`config.mk`:
```
export PLATFORM = sky130hd
export DESIGN_NAME = kbu_top
export DESIGN_NICKNAME = d
export VERILOG_FILES = /design/src/kbu_sync.v /design/src/kbu_top.v
export VERILOG_INCLUDE_DIRS = /design/src
export SDC_FILE = /design/constraint.sdc
export NUM_CORES = 1
export LEC_CHECK = 0
export BUFFER_PORTS_ARGS = -buffer_cell sky130_fd_sc_hd__buf_4
export CAP_MARGIN = 20
export CORE_MARGIN = 3
export CORE_UTILIZATION = 45
export CTS_CLUSTER_DIAMETER = 50
export DETAILED_ROUTE_END_ITERATION = 8
export PLACE_DENSITY = 0.69
export SKIP_LAST_GASP = 1
export SYNTH_ARGS = -nofsm -noshare
export SYNTH_HDL_FRONTEND = slang
export SYNTH_HIERARCHICAL = 1
export SYNTH_SLANG_ARGS = --single-unit
export TNS_END_PERCENT = 50
```
`constraint.sdc`:
```
create_clock -name CLK -period 2 [get_ports CLK]
set_input_delay 0.4 -clock CLK [delete_from_list [all_inputs] [get_ports CLK]]
set_output_delay 0.4 -clock CLK [all_outputs]
set_load 0.05 [all_outputs]
```
`src/kbu_regs.vh`:
```
// kbu_regs.vh: register map, field positions and reset values of the keyboard interrupt unit
// assumes a 32-bit avalon-mm slave with word addresses (byte address / 4)
`ifndef KBU_REGS_VH
`define KBU_REGS_VH

// word addresses
`define KBU_ADDR_SC 3'h0
`define KBU_ADDR_PE 3'h1
`define KBU_ADDR_PULL 3'h2
`define KBU_ADDR_DIR 3'h3
`define KBU_ADDR_ANA 3'h4
`define KBU_ADDR_PIN 3'h5
`define KBU_ADDR_IRQ_STAT 3'h6
`define KBU_ADDR_IRQ_EN 3'h7
`define KBU_ADDR_IRQ_CLR 4'h8
`define KBU_ADDR_W 4

// status/control fields
`define KBU_SC_MOD 0
`define KBU_SC_IE 1
`define KBU_SC_ACK 2
`define KBU_SC_FLAG 3
`define KBU_SC_POL_LO 4
`define KBU_SC_POL_HI 7

// status-register event bits
`define KBU_EV_FLAG 0
`define KBU_EV_WAKE 1
`define KBU_EV_W 2

`define KBU_NPIN 8
`define KBU_NPOL 4
`define KBU_NANA 3
`define KBU_RST8 8'h00
`define KBU_RST4 4'h0
`define KBU_RST2 2'h0
`define KBU_RST3 3'h0

`endif

```
`src/kbu_sync.v`:
```
// kbu_sync.v: two-flop synchroniser, one per bit, for the pin levels
// assumes asynchronous pin inputs and the bus clock
`timescale 1ns/1ps
module kbu_sync
(
  input wire clk,
  input wire nrst,
  input wire [7:0] din,
  output wire [7:0] dout
);
  reg [7:0] meta_q;
  reg [7:0] sync_q;

  always @(posedge clk or negedge nrst)
  begin
    if (!nrst)
    begin
      meta_q <= 8'h00;
      sync_q <= 8'h00;
    end
    else
    begin
      meta_q <= din;
      sync_q <= meta_q;
    end
  end

  assign dout = sync_q;
endmodule

```
`src/kbu_top.v`:
```
// kbu_top.v: eight-input keyboard interrupt unit with pin sharing, pull steering and wake
// assumes an avalon-mm master on CLK, asynchronous pins, a low-power controller reading WAKE
// Functional notes
// - eight keyboard inputs, each shared with a general-purpose port pin
// - inputs 3:0 falling/low only; inputs 7:4 polarity set by select bits
// - keyboard-enabled pin is forced to input whatever its direction bit says
// - keyboard pin level stays readable in port data when direction bit is 0
// - analog-enabled pin drops port and keyboard function and its pull resistor
// - pull enable with rising polarity gives pulldown, falling gives pullup
// - polarity bits 7:4 pick falling(0) or rising(1), only on enabled pins
// - read-only flag bit 3 sets on a trigger event on any enabled input
// - writing 1 to acknowledge bit 2 clears flag; bit reads as 0
// - edge-and-level mode keeps setting flag while any input is asserted
// - enable bit 1 gates flag onto the interrupt; flag still pollable
// - mode bit: 0 edge-only, 1 edge-and-level, for all inputs
// - a pending event wakes the device from deep sleep or wait
// - edges found by sampling one bus cycle against the next
// - in both modes an edge counts only when all enabled pins were deasserted the cycle before
// - in deep sleep enabled inputs are synchronised level wake sources
// - enable bit 1 links pin to keyboard logic; 0 leaves plain port
`timescale 1ns/1ps
`include "kbu_regs.vh"
module kbu_top
(
  input wire CLK,
  input wire NRST,
  input wire [3:0] ADDRESS,
  input wire READ,
  input wire WRITE,
  input wire [31:0] WRITEDATA,
  output reg [31:0] READDATA,
  output reg WAITREQUEST,
  input wire [7:0] PIN_IN,
  output reg [7:0] PIN_OUT,
  output reg [7:0] PIN_OE,
  output reg [7:0] PULLUP_EN,
  output reg [7:0] PULLDOWN_EN,
  input wire DEEP_SLEEP,
  input wire WAIT_MODE,
  output reg IRQ,
  output reg WAKE
);
  ////////////////////////////////////////////////////////////////////////////
  // registers
  reg [3:0] pol_q;
  reg ie_q;
  reg mod_q;
  reg flag_q;
  reg [7:0] pe_q;
  reg [7:0] pull_q;
  reg [7:0] dir_q;
  reg [7:0] dout_q;
  reg [2:0] ana_q;
  reg [1:0] ist_q;
  reg [1:0] ien_q;
  reg [7:0] prev_q;
  reg ack_q;
  wire [7:0] pin_s;
  wire [7:0] pol_full;
  wire [7:0] ana_full;
  wire [7:0] kb_en;
  wire [7:0] asserted;
  wire [7:0] was_asserted;
  wire edge_ev;
  wire any_level;
  wire set_flag;
  wire acc;
  wire wr;
  wire [7:0] wake_lvl;
  wire wake_pend;
  wire [7:0] port_rd;
  wire wake_d;

  kbu_sync u_sync
  (
    .clk(CLK),
    .nrst(NRST),
    .din(PIN_IN),
    .dout(pin_s)
  );

  assign pol_full = {pol_q, `KBU_RST4};
  assign ana_full = {ana_q, `KBU_RST3, 2'h0}; // analog on pins 7,6,5
  assign kb_en = pe_q & ~ana_full;
  assign asserted = kb_en & ~(pin_s ^ pol_full);
  assign was_asserted = kb_en & ~(prev_q ^ pol_full);
  assign any_level = |asserted;

  ////////////////////////////////////////////////////////////////////////////
  // per-pin port, pull and direction steering
  genvar i;
  generate
    for (i = 0; i < `KBU_NPIN; i = i + 1)
    begin : g_pin
      always @(posedge CLK or negedge NRST)
      begin
        if (!NRST)
        begin
          PIN_OE[i] <= 1'b0;
          PIN_OUT[i] <= 1'b0;
          PULLUP_EN[i] <= 1'b0;
          PULLDOWN_EN[i] <= 1'b0;
        end
        else
        begin
          PIN_OE[i] <= dir_q[i] & ~pe_q[i] & ~ana_full[i];
          PIN_OUT[i] <= dout_q[i];
          PULLUP_EN[i] <= pull_q[i] & ~ana_full[i] & (pe_q[i] ? ~pol_full[i] : ~dir_q[i]);
          PULLDOWN_EN[i] <= pull_q[i] & ~ana_full[i] & pe_q[i] & pol_full[i];
        end
      end
    end
  endgenerate

  ////////////////////////////////////////////////////////////////////////////
  // event detection
  // edge: some newly asserted while none was asserted before
  assign edge_ev = (|(asserted & ~was_asserted)) & ~(|was_asserted);
  assign set_flag = edge_ev | (mod_q & any_level);

  assign acc = (READ | WRITE) & WAITREQUEST;
  assign wr = WRITE & WAITREQUEST;

  always @(posedge CLK or negedge NRST)
  begin
    if (!NRST)
      prev_q <= `KBU_RST8;
    else
      prev_q <= pin_s;
  end

  // flag: set wins over acknowledge
  always @(posedge CLK or negedge NRST)
  begin
    if (!NRST)
      flag_q <= 1'b0;
    else if (set_flag)
      flag_q <= 1'b1;
    else if (ack_q)
      flag_q <= 1'b0;
  end

  ////////////////////////////////////////////////////////////////////////////
  // bus slave: one wait cycle, access completes on the second edge
  always @(posedge CLK or negedge NRST)
  begin
    if (!NRST)
      WAITREQUEST <= 1'b1;
    else
      WAITREQUEST <= ~((READ | WRITE) & WAITREQUEST);
  end

  always @(posedge CLK or negedge NRST)
  begin
    if (!NRST)
    begin
      pol_q <= `KBU_RST4;
      ie_q <= 1'b0;
      mod_q <= 1'b0;
      pe_q <= `KBU_RST8;
      pull_q <= `KBU_RST8;
      dir_q <= `KBU_RST8;
      dout_q <= `KBU_RST8;
      ana_q <= `KBU_RST3;
      ien_q <= `KBU_RST2;
      ack_q <= 1'b0;
    end
    else
    begin
      ack_q <= wr && ADDRESS == {1'b0, `KBU_ADDR_SC} && WRITEDATA[`KBU_SC_ACK];
      if (wr)
      begin
        case (ADDRESS)
          {1'b0, `KBU_ADDR_SC}:
          begin
            pol_q <= WRITEDATA[`KBU_SC_POL_HI:`KBU_SC_POL_LO];
            ie_q <= WRITEDATA[`KBU_SC_IE];
            mod_q <= WRITEDATA[`KBU_SC_MOD];
          end
          {1'b0, `KBU_ADDR_PE}: pe_q <= WRITEDATA[7:0];
          {1'b0, `KBU_ADDR_PULL}: pull_q <= WRITEDATA[7:0];
          {1'b0, `KBU_ADDR_DIR}: dir_q <= WRITEDATA[7:0];
          {1'b0, `KBU_ADDR_PIN}: dout_q <= WRITEDATA[7:0];
          {1'b0, `KBU_ADDR_ANA}: ana_q <= WRITEDATA[2:0];
          {1'b0, `KBU_ADDR_IRQ_EN}: ien_q <= WRITEDATA[1:0];
          default: ;
        endcase
      end
    end
  end

  ////////////////////////////////////////////////////////////////////////////
  // sticky interrupt status: set wins over clear
  genvar e;
  wire [1:0] ev = {wake_d, set_flag};
  generate
    for (e = 0; e < `KBU_EV_W; e = e + 1)
    begin : g_ev
      always @(posedge CLK or negedge NRST)
      begin
        if (!NRST)
          ist_q[e] <= 1'b0;
        else if (ev[e])
          ist_q[e] <= 1'b1;
        else if (wr && ADDRESS == `KBU_ADDR_IRQ_CLR && WRITEDATA[e])
          ist_q[e] <= 1'b0;
      end
    end
  endgenerate

  ////////////////////////////////////////////////////////////////////////////
  // read data
  // direction-0 pins read their level, outputs the latch; keyboard pins with direction 1 and analog pins read 0
  assign port_rd = ~ana_full & ((dir_q & ~pe_q & dout_q) | (~dir_q & pin_s));

  always @(posedge CLK or negedge NRST)
  begin
    if (!NRST)
      READDATA <= 32'h0;
    else if (acc && READ)
    begin
      case (ADDRESS)
        {1'b0, `KBU_ADDR_SC}: READDATA <= {24'h0, pol_q, flag_q, 1'b0, ie_q, mod_q};
        {1'b0, `KBU_ADDR_PE}: READDATA <= {24'h0, pe_q};
        {1'b0, `KBU_ADDR_PULL}: READDATA <= {24'h0, pull_q};
        {1'b0, `KBU_ADDR_DIR}: READDATA <= {24'h0, dir_q};
        {1'b0, `KBU_ADDR_ANA}: READDATA <= {29'h0, ana_q};
        {1'b0, `KBU_ADDR_PIN}: READDATA <= {24'h0, port_rd};
        {1'b0, `KBU_ADDR_IRQ_STAT}: READDATA <= {30'h0, ist_q};
        {1'b0, `KBU_ADDR_IRQ_EN}: READDATA <= {30'h0, ien_q};
        default: READDATA <= 32'h0;
      endcase
    end
  end

  ////////////////////////////////////////////////////////////////////////////
  // interrupt and wake
  // a pending flag wakes the device from wait or deep sleep
  assign wake_pend = flag_q & (WAIT_MODE | DEEP_SLEEP);
  // in deep sleep the edge logic is bypassed and any enabled pin at its asserted level wakes;
  // the synchronised level is used so that no raw pin reaches a flop
  assign wake_lvl = asserted & {`KBU_NPIN{DEEP_SLEEP}};
  assign wake_d = wake_pend | (|wake_lvl);

  always @(posedge CLK or negedge NRST)
  begin
    if (!NRST)
    begin
      IRQ <= 1'b0;
      WAKE <= 1'b0;
    end
    else
    begin
      IRQ <= (flag_q & ie_q) | (|(ist_q & ien_q));
      WAKE <= wake_d;
    end
  end
endmodule

```
# Word level (Yosys, flattened, before mapping)

Cells that the tools add are included.

Reductions and logical operators: 22
Equal/unequal tests: 8
Muxes and demuxes: 15
Bitwise logic cells: 85

Operators with widths:

| kind                                                                   | count |
|---|---|
| 8-bit AND                                                              | 9 |
| 8-bit case mux with 8 select lines                                     | 1 |
| 8-bit inverter                                                         | 6 |
| 1-bit AND                                                              | 36 |
| 8-bit OR reduction                                                     | 4 |
| 1-bit inverter                                                         | 25 |
| 4-bit by 3-bit equality test with 1-bit output (second input constant) | 4 |
| 8-bit XOR                                                              | 2 |
| 1-bit 2-to-1 mux                                                       | 14 |
| 2-bit AND reduction                                                    | 7 |
| 4-bit by 2-bit equality test with 1-bit output (second input constant) | 2 |
| 8-bit OR                                                               | 1 |
| 1-bit logical AND                                                      | 6 |
| 2-bit nonzero test                                                     | 3 |
| 1-bit OR                                                               | 5 |
| 4-bit by 1-bit equality test with 1-bit output (second input constant) | 1 |
| 4-bit equality test (second input constant)                            | 1 |
| 4-bit logical NOT                                                      | 1 |
| 2-bit AND                                                              | 1 |
| 2-bit OR reduction                                                     | 1 |

Input port bits: 50
Bits in registers: 134

# Depth between registers and ports, before layout

Gate-level depths: netlist of run 1.

Depth after elaboration: 9
Mapped depth: 7

# Modules after synthesis

Netlist of run 1, hierarchy kept.

Modules (own cells, without submodules):

| module   | times used | cells each | area each (µm²) | sequential area each (µm²) |
|---|---|---|---|---|
| kbu_top  | 1          | 376        | 4,331.7         | 2,353.5 |
| kbu_sync | 1          | 16         | 400.4           | 400.4 |

# Least setup slack after synthesis of run 1

OpenSTA, ideal clock, no wires.

Path type: reg2reg
Start point: register WAITREQUEST
End point: register dir_q[0]
Period minus slack after synthesis: 1.824 ns
Stages on the path, launching flop included: 4
Path slack: 0.176 ns
Arrival time: 1.699 ns
Path buffers: 0
Setup time: 0.125 ns
Required time: 1.875 ns
Cells stage by stage: dfstp_2 > nand2_2 > nor4_4 > mux2_2

Cells in the longest elaborated chain, start to end: 2

RTL lines:

| what                                 | line          | text |
|---|---|---|
| start, declared                      | kbu_top.v:32  | `output reg WAITREQUEST,` |
| start signal, assigned               | kbu_top.v:150 | `WAITREQUEST <= ~((READ \| WRITE) & WAITREQUEST);` |
| 1-bit AND                            | kbu_top.v:122 | `assign wr = WRITE & WAITREQUEST;` |
| 2-bit AND reduction (no source line) | --            |  |
| end signal, assigned                 | kbu_top.v:162 | `` dir_q <= `KBU_RST8; `` |
| end signal, assigned                 | kbu_top.v:182 | `` {1'b0, `KBU_ADDR_DIR}: dir_q <= WRITEDATA[7:0]; `` |
| end, declared                        | kbu_top.v:51  | `reg [7:0] dir_q;` |

Every way passes these cells.
A chain may end at the register's enable or synchronous reset.

# Final worst setup path of run 1

Start point: register WAITREQUEST
End point: register pol_q[1]

Cells in the longest elaborated chain, start to end: 2

RTL lines:

| what                                 | line          | text |
|---|---|---|
| 1-bit AND                            | kbu_top.v:122 |  |
| 2-bit AND reduction (no source line) | --            |  |
| end signal, assigned                 | kbu_top.v:157 | `` pol_q <= `KBU_RST4; `` |
| end signal, assigned                 | kbu_top.v:176 | `` pol_q <= WRITEDATA[`KBU_SC_POL_HI:`KBU_SC_POL_LO]; `` |
| end, declared                        | kbu_top.v:45  | `reg [3:0] pol_q;` |

Every way passes these cells.

==> results of run 1 <==
-- flip-flops by register name, indices dropped and copies added (netlist names), 2 cells and up --
| register | flops |
|---|---|
| PIN_OE | 8 |
| PIN_OUT | 8 |
| PULLDOWN_EN | 4 |
| PULLUP_EN | 8 |
| READDATA | 8 |
| ana_q | 3 |
| dir_q | 8 |
| dout_q | 8 |
| ien_q | 2 |
| ist_q | 2 |
| pe_q | 8 |
| pol_q | 4 |
| prev_q | 8 |
| pull_q | 8 |
| u_sync/dout | 8 |
| u_sync/meta_q | 8 |
-- synth_stat cells (all sizes together) (2+ instances only) --
master	count
inv	14
mux2	40
dfrtp	109
a31oi	2
a21oi	12
nand2	36
o31ai	3
xnor2	8
o22ai	6
a221oi	2
mux2i	5
a22oi	4
a2111oi	5
nor2b	31
o22a	2
mux4	2
a22o	2
nor3	6
o21ai	14
nor2	10
nor4	2
a222oi	2
o32ai	3
and3	5
clkbuf	5
nand2b	6
nand4	2
nand3	3
buf	35
nand3b	6
-- routing by layer --
layer	share of wire, %	vias up	global-route usage [%]
li1	-	1469	-
met5	0	-	0
met1	44	1579	25.2
met3	6.3	19	4.12
met2	48	118	27.3
met4	2.2	0	6.22
-- power groups by stage --
| stage | sequential [mW] | clock [mW] | combinational [mW] |
|---|---|---|---|
| floorplan | 3.39 | 0 | 0.818 |
| global placement | 2.95 | 0 | 1.76 |
| detailed placement | 2.97 | 0 | 1.78 |
| CTS | 2.93 | 1.63 | 1.79 |
| global route | 2.99 | 1.71 | 1.90 |
| finish | 2.93 | 1.59 | 1.78 |
-- cells by family (layout without fill, tap and decap cells) --
| kind of cell | count (synthesis) | in the layout | share of synthesized area, % |
|---|---|---|---|
| compound gates | 63 | 63 | 9.04 |
| xor+xnor | 8 | 8 | 1.48 |
| buf+inv | 54 | 112 | 6.74 |
| flops | 110 | 110 | 58.2 |
| mux | 47 | 47 | 11.5 |
| other cells | 1 | 28 | 0.0792 |
| simple gates | 109 | 109 | 12.9 |
-- layout make-up --
cell class / count / area [µm²] / share of cell area, %
sequential: 110 / 2750 / 49.0
multi-input combinational: 255 / 1760 / 31.3
timing repair buffer: 82 / 643 / 11.4
tap: 133 / 166 / 2.96
clock buffer: 9 / 124 / 2.20
clock inverter: 7 / 120 / 2.14
inverter: 14 / 52.6 / 0.935
-- layout by cell type (no fill, tap or decap), drive strengths merged, types with 8 or more instances in the layout --
cell    synthesis  layout
mux2           40      40
a21oi          12      12
inv            14      15
xnor2           8       8
nor2           10      10
o21ai          14      14
buf            35      81
conb            1      28
nand2          36      36
clkbuf          5       9
dfrtp         109     109
nor2b          31      31
-- worst max-delay path, delay by kind of cell, from the launching register on --
| family | cells | cell delay, ns |
|---|---|---|
| DFF | 1 | 0.56 |
| and+or+nand+nor | 3 | 0.68 |
| muxes | 1 | 0.37 |
-- worst paths after layout --
path / from / to / slack (ns)
worst max-delay path: WAITREQUEST / pol_q[1] / 0.29
worst min-delay path: PIN_IN[3] / u_sync/meta_q[3] / 0.12
worst max register to register: WAITREQUEST / pol_q[1] / 0.29
worst min register to register: u_sync/meta_q[6] / u_sync/dout[6] / 0.36
max in group asynchronous: NRST / WAITREQUEST / 0.96
min in group asynchronous: NRST / u_sync/meta_q[4] / 0.43
-- metrics by stage --
step / setup WS, ns / util [%] / instances / hold WS (ns) / cell area, µm²
2_1_floorplan: 0.176 / - / 419 / 0.104 / 4830
3_3_place_gp: 0.261 / 53.7 / 593 / 0.285 / 5370
3_5_place_dp: 0.215 / 53.7 / 593 / 0.289 / 5370
4_1_cts: 0.288 / 56.2 / 610 / 0.106 / 5620
5_1_grt: 0.221 / 56.2 / 610 / 0.0925 / 5620
6_report: 0.285 / 56.2 / 610 / 0.117 / 5620
-- timing repair --
| action | in CTS | in global routing |
|---|---|---|
| gates resized for setup | 0 | 0 |
| hold buffers | 1 | 0 |
| endpoints found under the hold margin | 15 | 0 |
==> impl_metrics.toml, run 1 <==
[logic_synthesis]
yosys-top-cells-area = "dfrtp_1 58%, mux2_2 9.5%, buf_4 4.6%"
yosys.cell_types.count = 48
synth_top_cell_area_share_pct = 57.6
avgSynthCellArea_um2 = 12.1
ys_seq_elements = 110
async_reset_ff_share_pct = 100
syn_inst = 392
netlist_area_um2 = 4730
ys_seq_area_share_pct = 58.2
synth-edff-count = 0
synth_top_cell_by_area = "dfrtp_1"
yosys_warnings = 6
synthFlopType = "dfrtp_1"

[clock_network]
cts.reportedPaths.clkPinSlew_ns = 0.11
cts_tree = "done"
cts.path.max_buffers = 2
htreeDepth = 3
cts-root-buf = "clkbuf_8"
cts_buffers = 9
postCtsSetupBuffers = 0
clock_sinks = 110
insertion_delay_ns = 0.38

[cells_and_area]
antennaDiodeCount = 0
syn_to_final_growth_pct = 18.8
nFillCells = 839
drive_gt1_share_pct = 31.0
nets = 522

[placement]
port_buffers = 64
routabilityCongestion = 0.844
post-dp-hpwl_mm = 7.42

[die]
die_x_um = 109
top_level_ports = 117
row_count = 36
start_util_pct = 47.3
fp.dieH_um = 109
core_area_um2 = 10000
die_area_um2 = 11800

[power]
power_mw = 6.30
power.density_nw_per_um2 = 1120
power_leakage_nw = 2.62
switching_share_pct = 34.9
ir_drop_v = 0.000446
power.internal_mw = 4.10
pwr-share-clk_pct = 25.3
pwr-share-seq_pct = 46.5
p_comb_share_pct = 28.2
p_switching_mw = 2.20

[timing]
finClkSkew_ns = 0.0104
fin_crit_sh_pct = 85.7
fmax_ghz = 0.583
rsz0062_at_grt = "no"
min_period_ns = 1.71
drv_slew = 0
slew_headroom_pct = 63.2
worst_pin_slew_ns = 0.550
finalHoldViolCount = 0
setup_viol = 0
tns_ns = 0

[worst_setup_path]
cp_slowest_stage_delay_ns = 0.56
cp_max_fo = 7
cp-start-kind = "flip-flop"
worstSetupEndpointType = "flip-flop"
reg2reg_depth = 4
critPathSlowestCell = "dfstp_2"
worstSetupPathType = "flip-flop to flip-flop"
required_ns = 2.27
path_cells = "nand2_2, nor3_2, nand2_1, mux2_2"
critPathArrivalTime_ns = 1.98

[global_routing]
grt.total_usage_pct = 17.9
grt_pass1_vias = 3129
grt_pass1_wl_mm = 15.9
antenna_found_initial = 0
grt_overflow_total = 0
grt_max_degree = 38

[hold_path]
hold_depth = 1
worstHoldPathType = "input port to flip-flop"

[drt]
routedWlPerCell_um = 16.5
dr.pass1.iters = 4
drc = 0
drt_wl_total_mm = 10.1
dr.first_iter.drc_count = 167
via_per_inst = 5.22
vias = 3185
antenna_left = 0

[outcome]
status = "complete, no violations"

[run]
max-cap-violations = 0
No activity file was read; power rests on OpenSTA's default activity.
==> run 2: changes to the inputs <==
CORE_UTILIZATION = 53   (was 45)
PLACE_DENSITY = 0.79   (was 0.69)
==> run 2 against run 1 <==
  * Combinational power hardly changed
  * First-iteration DRC count is 59% higher
  * Cell count is 5.1% lower
  * Register-to-register slack worse by 0.04 ns
  * Sequential cell count stayed put
  * Die area is 14% lower
  * Clock power is 3% lower
  * Fmax is 2.1% lower
  * Worst hold slack better by 0.016 ns
  * Utilization is 9.8 points higher
  * Critical path type unchanged
==> impl_metrics.toml, run 2 (synthesis gave the netlist of run 1 again) <==
[worst_setup_path]
path_cells = "nand2_2, nor3_2, nand2_1, mux2_2"
worstSetupEndpointType = "flip-flop"
worstSetupPathType = "flip-flop to flip-flop"
critPathArrivalTime_ns = 2.00
cp-start-kind = "flip-flop"
cp-startpoint = "WAITREQUEST"
required_ns = 2.25
r2r_start = "WAITREQUEST"
cp_max_fo = 9
critPathTopFamily = "simple AND/OR/NAND/NOR gates"
critPathSlowestCell = "dfstp_2"
cp_slowest_stage_delay_ns = 0.57
crit_buf_inv = 0

[clock_network]
holdBufCountCts = 1
cts.reportedPaths.clkPinSlew_ns = 0.10
postCtsSetupBuffers = 0
htreeDepth = 3
cts_buffers = 9
cts-root-buf = "clkbuf_8"
cts_resized = 0
cts_tree = "done"
cts.path.max_buffers = 2
clock_sinks = 110
insertion_delay_ns = 0.36

[die]
start_util_pct = 56.2
row_count = 33
top_level_ports = 117
die_area_um2 = 10100
fp.dieH_um = 100
core_area_um2 = 8420
die_x_um = 100

[global_routing]
grt_overflow_total = 0
grt_pass1_vias = 3152
grt_max_degree = 48
grt.total_usage_pct = 20.7
grt_pass1_wl_mm = 16.1
antenna_found_initial = 0

[cells_and_area]
final_cell_mix = "109 x dfrtp_1, 76 x buf_4, 40 x mux2_2"
syn_to_final_growth_pct = 17.4
fin_util_pct = 66.0
drive_gt1_share_pct = 30.4
final_common_cell = "dfrtp_1"
antennaDiodeCount = 0
nets = 519

[timing]
finalHoldViolCount = 0
tns_ns = 0
worst_pin_slew_ns = 0.496
fmax_ghz = 0.571
fin_crit_sh_pct = 87.6
finClkSkew_ns = 0.0101
min_period_ns = 1.75
drv_slew = 0
setup_viol = 0
rsz0062_at_grt = "no"
slew_headroom_pct = 66.1

[drt]
drc = 0
antenna_left = 0
routedWlPerCell_um = 17.3
vias = 3244
dr.pass1.iters = 6
dr.first_iter.drc_count = 266
drt_wl_total_mm = 10.0
via_per_inst = 5.60

[power]
power.internal_mw = 4.09
power.density_nw_per_um2 = 1130
p_switching_mw = 2.17
pwr-share-seq_pct = 46.9
power_leakage_nw = 2.60
p_comb_share_pct = 28.6
ir_drop_v = 0.000539
pwr-share-clk_pct = 24.5
switching_share_pct = 34.7

[placement]
post-dp-hpwl_mm = 7.19
routabilityCongestion = 0.900
port_buffers = 64

[run]
max-cap-violations = 0

[outcome]
status = "complete, no violations"

[hold_path]
min_from = "PIN_IN[6]"
worstHoldPathType = "input port to flip-flop"
## run 2: cell types whose count changed in the layout (fill, tap and decap cells not counted)
cell,before,now
buf_4,79,76
clkbuf_1,0,1
clkinv_4,1,0
clkinvlp_4,1,2
inv_6,1,0
## run 2: layer usage
| metal | track usage (%) | up-vias | share of wire (%) |
|---|---|---|---|
| met2 | 32.4 | 165 | 47 |
| met1 | 28.6 | 1584 | 42 |
| met3 | 4.71 | 25 | 8.6 |
| met4 | 7.25 | 0 | 2.3 |
| met5 | 0 | - | 0 |
| li1 | - | 1470 | - |
## run 2: power groups by stage
stage,clock [mW],combinational (mW),sequential (mW)
final,1.54,1.79,2.94
after global routing,1.65,1.91,3.00
after CTS,1.57,1.80,2.93
after detailed placement,0,1.78,2.97
after global placement,0,1.75,2.95
after floorplan,0,0.818,3.39
## run 2: stage by stage
stage / total power [mW] / cell area [µm²] / cells / hold slack, ns / setup slack (ns)
floorplan: 4.21 / 4830 / 419 / 0.104 / 0.176
global placement: 4.71 / 5310 / 562 / 0.333 / 0.245
detailed placement: 4.76 / 5310 / 562 / 0.336 / 0.245
CTS: 6.30 / 5560 / 579 / 0.120 / 0.269
global route: 6.55 / 5560 / 579 / 0.114 / 0.136
finish: 6.27 / 5560 / 579 / 0.133 / 0.249
## run 2: area by class of cell
type | count | area [µm²]
inverter | 14 | 52.6
fill | 640 | 2870
clock buffer | 10 | 128
multi-input combinational | 255 | 1760
timing repair buffer | 79 | 621
tap | 105 | 131
clock inverter | 6 | 110
sequential | 110 | 2750
## run 2: worst paths after layout
| kind | end | slack, ns | cells after the start |
|---|---|---|---|
| worst min register to register | u_sync/dout[4] | 0.35 | 0 |
| worst min-delay path | u_sync/meta_q[6] | 0.13 | 1 |
| worst max-delay path | pe_q[5] | 0.25 | 4 |
| min in group asynchronous | ie_q | 0.50 | 2 |
| max in group asynchronous | WAITREQUEST | 0.89 | 3 |
| worst max register to register | pe_q[5] | 0.25 | 4 |
==> run 3: changes to the inputs <==
CORE_UTILIZATION = 50   (was 53)
PLACE_DENSITY = 0.76   (was 0.79)
==> run 3 against run 2 <==
  * Sequential power is essentially flat
  * Setup slack lost 0.030 ns
  * Cell area increased by 0.14%
  * Fmax down 1.7%
  * Global-route usage is 1.2 points lower
  * Cell count grew 4.1%
  * Sequential cell count is the same
  * Combinational power about the same
  * Highest routed layer unchanged
==> impl_metrics.toml, run 3 (synthesis gave the netlist of run 1 again) <==
[outcome]
status = "complete, no violations"

[global_routing]
grt.total_usage_pct = 19.5
grt_pass1_wl_mm = 15.7
grt_pass1_vias = 3051
grt_max_degree = 48
grt_overflow_total = 0
antenna_found_initial = 0

[clock_network]
holdBufCountCts = 1
cts_tree = "done"
cts_resized = 0
cts.reportedPaths.clkPinSlew_ns = 0.10
clock_sinks = 110
insertion_delay_ns = 0.37
htreeDepth = 3
cts-root-buf = "clkbuf_8"
cts_buffers = 9
postCtsSetupBuffers = 0
cts.path.max_buffers = 2

[cells_and_area]
syn_to_final_growth_pct = 17.6
antennaDiodeCount = 0
final_cell_mix = "109 x dfrtp_1, 80 x buf_4, 40 x mux2_2"
final_common_cell = "dfrtp_1"
drive_gt1_share_pct = 30.8
nets = 523
fin_util_pct = 62.0

[power]
power_leakage_nw = 2.60
power.density_nw_per_um2 = 1080
ir_drop_v = 0.000666

[worst_setup_path]
critPathArrivalTime_ns = 2.03
required_ns = 2.25
worstSetupEndpointType = "flip-flop"
cp-start-kind = "flip-flop"
worstSetupPathType = "flip-flop to flip-flop"
cp_max_fo = 7

[drt]
dr.first_iter.drc_count = 146
dr.pass1.iters = 4
via_per_inst = 5.28
antenna_left = 0
routedWlPerCell_um = 16.5
drc = 0
drt_wl_total_mm = 9.96
vias = 3186

[timing]
worst_pin_slew_ns = 0.551
fin_crit_sh_pct = 89.1
slew_headroom_pct = 62.3
drv_slew = 0
finClkSkew_ns = 0.00768
setup_viol = 0
tns_ns = 0
min_period_ns = 1.78
fmax_ghz = 0.561
fin_hold_ws_ns = 0.131
rsz0062_at_grt = "no"
finalHoldViolCount = 0
fin_ws_ns = 0.219

[die]
start_util_pct = 52.7
die_x_um = 103
core_area_um2 = 8980
fp.dieH_um = 103
die_area_um2 = 10700
top_level_ports = 117
row_count = 34

[placement]
port_buffers = 64
routabilityCongestion = 0.925
post-dp-hpwl_mm = 7.35
place_ws_ns = 0.147

[run]
max-cap-violations = 0

[hold_path]
worstHoldPathType = "input port to flip-flop"
==> run 3: metrics by stage <==
step	area, µm²	power, mW	instances
floorplan	4830	4.21	419
global placement	5370	4.70	587
detailed placement	5370	4.75	587
CTS	5560	6.05	603
global route	5560	6.32	603
finish	5560	6.01	603
==> run 3: path summary, 6_finish.rpt <==
| path | cells past startpoint | slack [ns] | start | endpoint |
|---|---|---|---|---|
| min | 1 | 0.13 | PIN_IN[4] | u_sync/meta_q[4] |
| min in group asynchronous | 2 | 0.51 | NRST | dout_q[4] |
| max | 4 | 0.22 | WAITREQUEST | pol_q[1] |
| max reg2reg | 4 | 0.22 | WAITREQUEST | pol_q[1] |
| max in group asynchronous | 3 | 0.84 | NRST | WAITREQUEST |
| min reg2reg | 0 | 0.35 | u_sync/meta_q[0] | u_sync/dout[0] |
==> run 3: metal layers <==
layer | part of all wire [%] | track usage [%] | wire, µm
met1 | 44 | 28.5 | 4430
met2 | 47 | 29.5 | 4650
met3 | 7.1 | 3.29 | 709
met4 | 1.7 | 7.37 | 167
met5 | 0 | 0 | 0
==> run 3: worst max-delay path: stages (launching register included) <==
cell and delay (ns):
dfstp_2 0.57, nand2_2 0.16, nor3_2 0.24, nand2_1 0.33, mux2_2 0.38
==> run 3: where the power goes <==
group,total [mW],switching (mW),internal [mW]
Combinational,1.78,1.13,0.650
Clock,1.30,0.698,0.603
Sequential,2.93,0.323,2.61
==> run 3: layout make-up <==
class	count	area, µm²
Sequential cell	110	2750
Inverter	14	52.6
Multi-Input combinational cell	255	1760
Clock inverter	4	47.5
Tap cell	126	158
Fill cell	717	3410
Timing Repair Buffer	83	651
Clock buffer	11	141
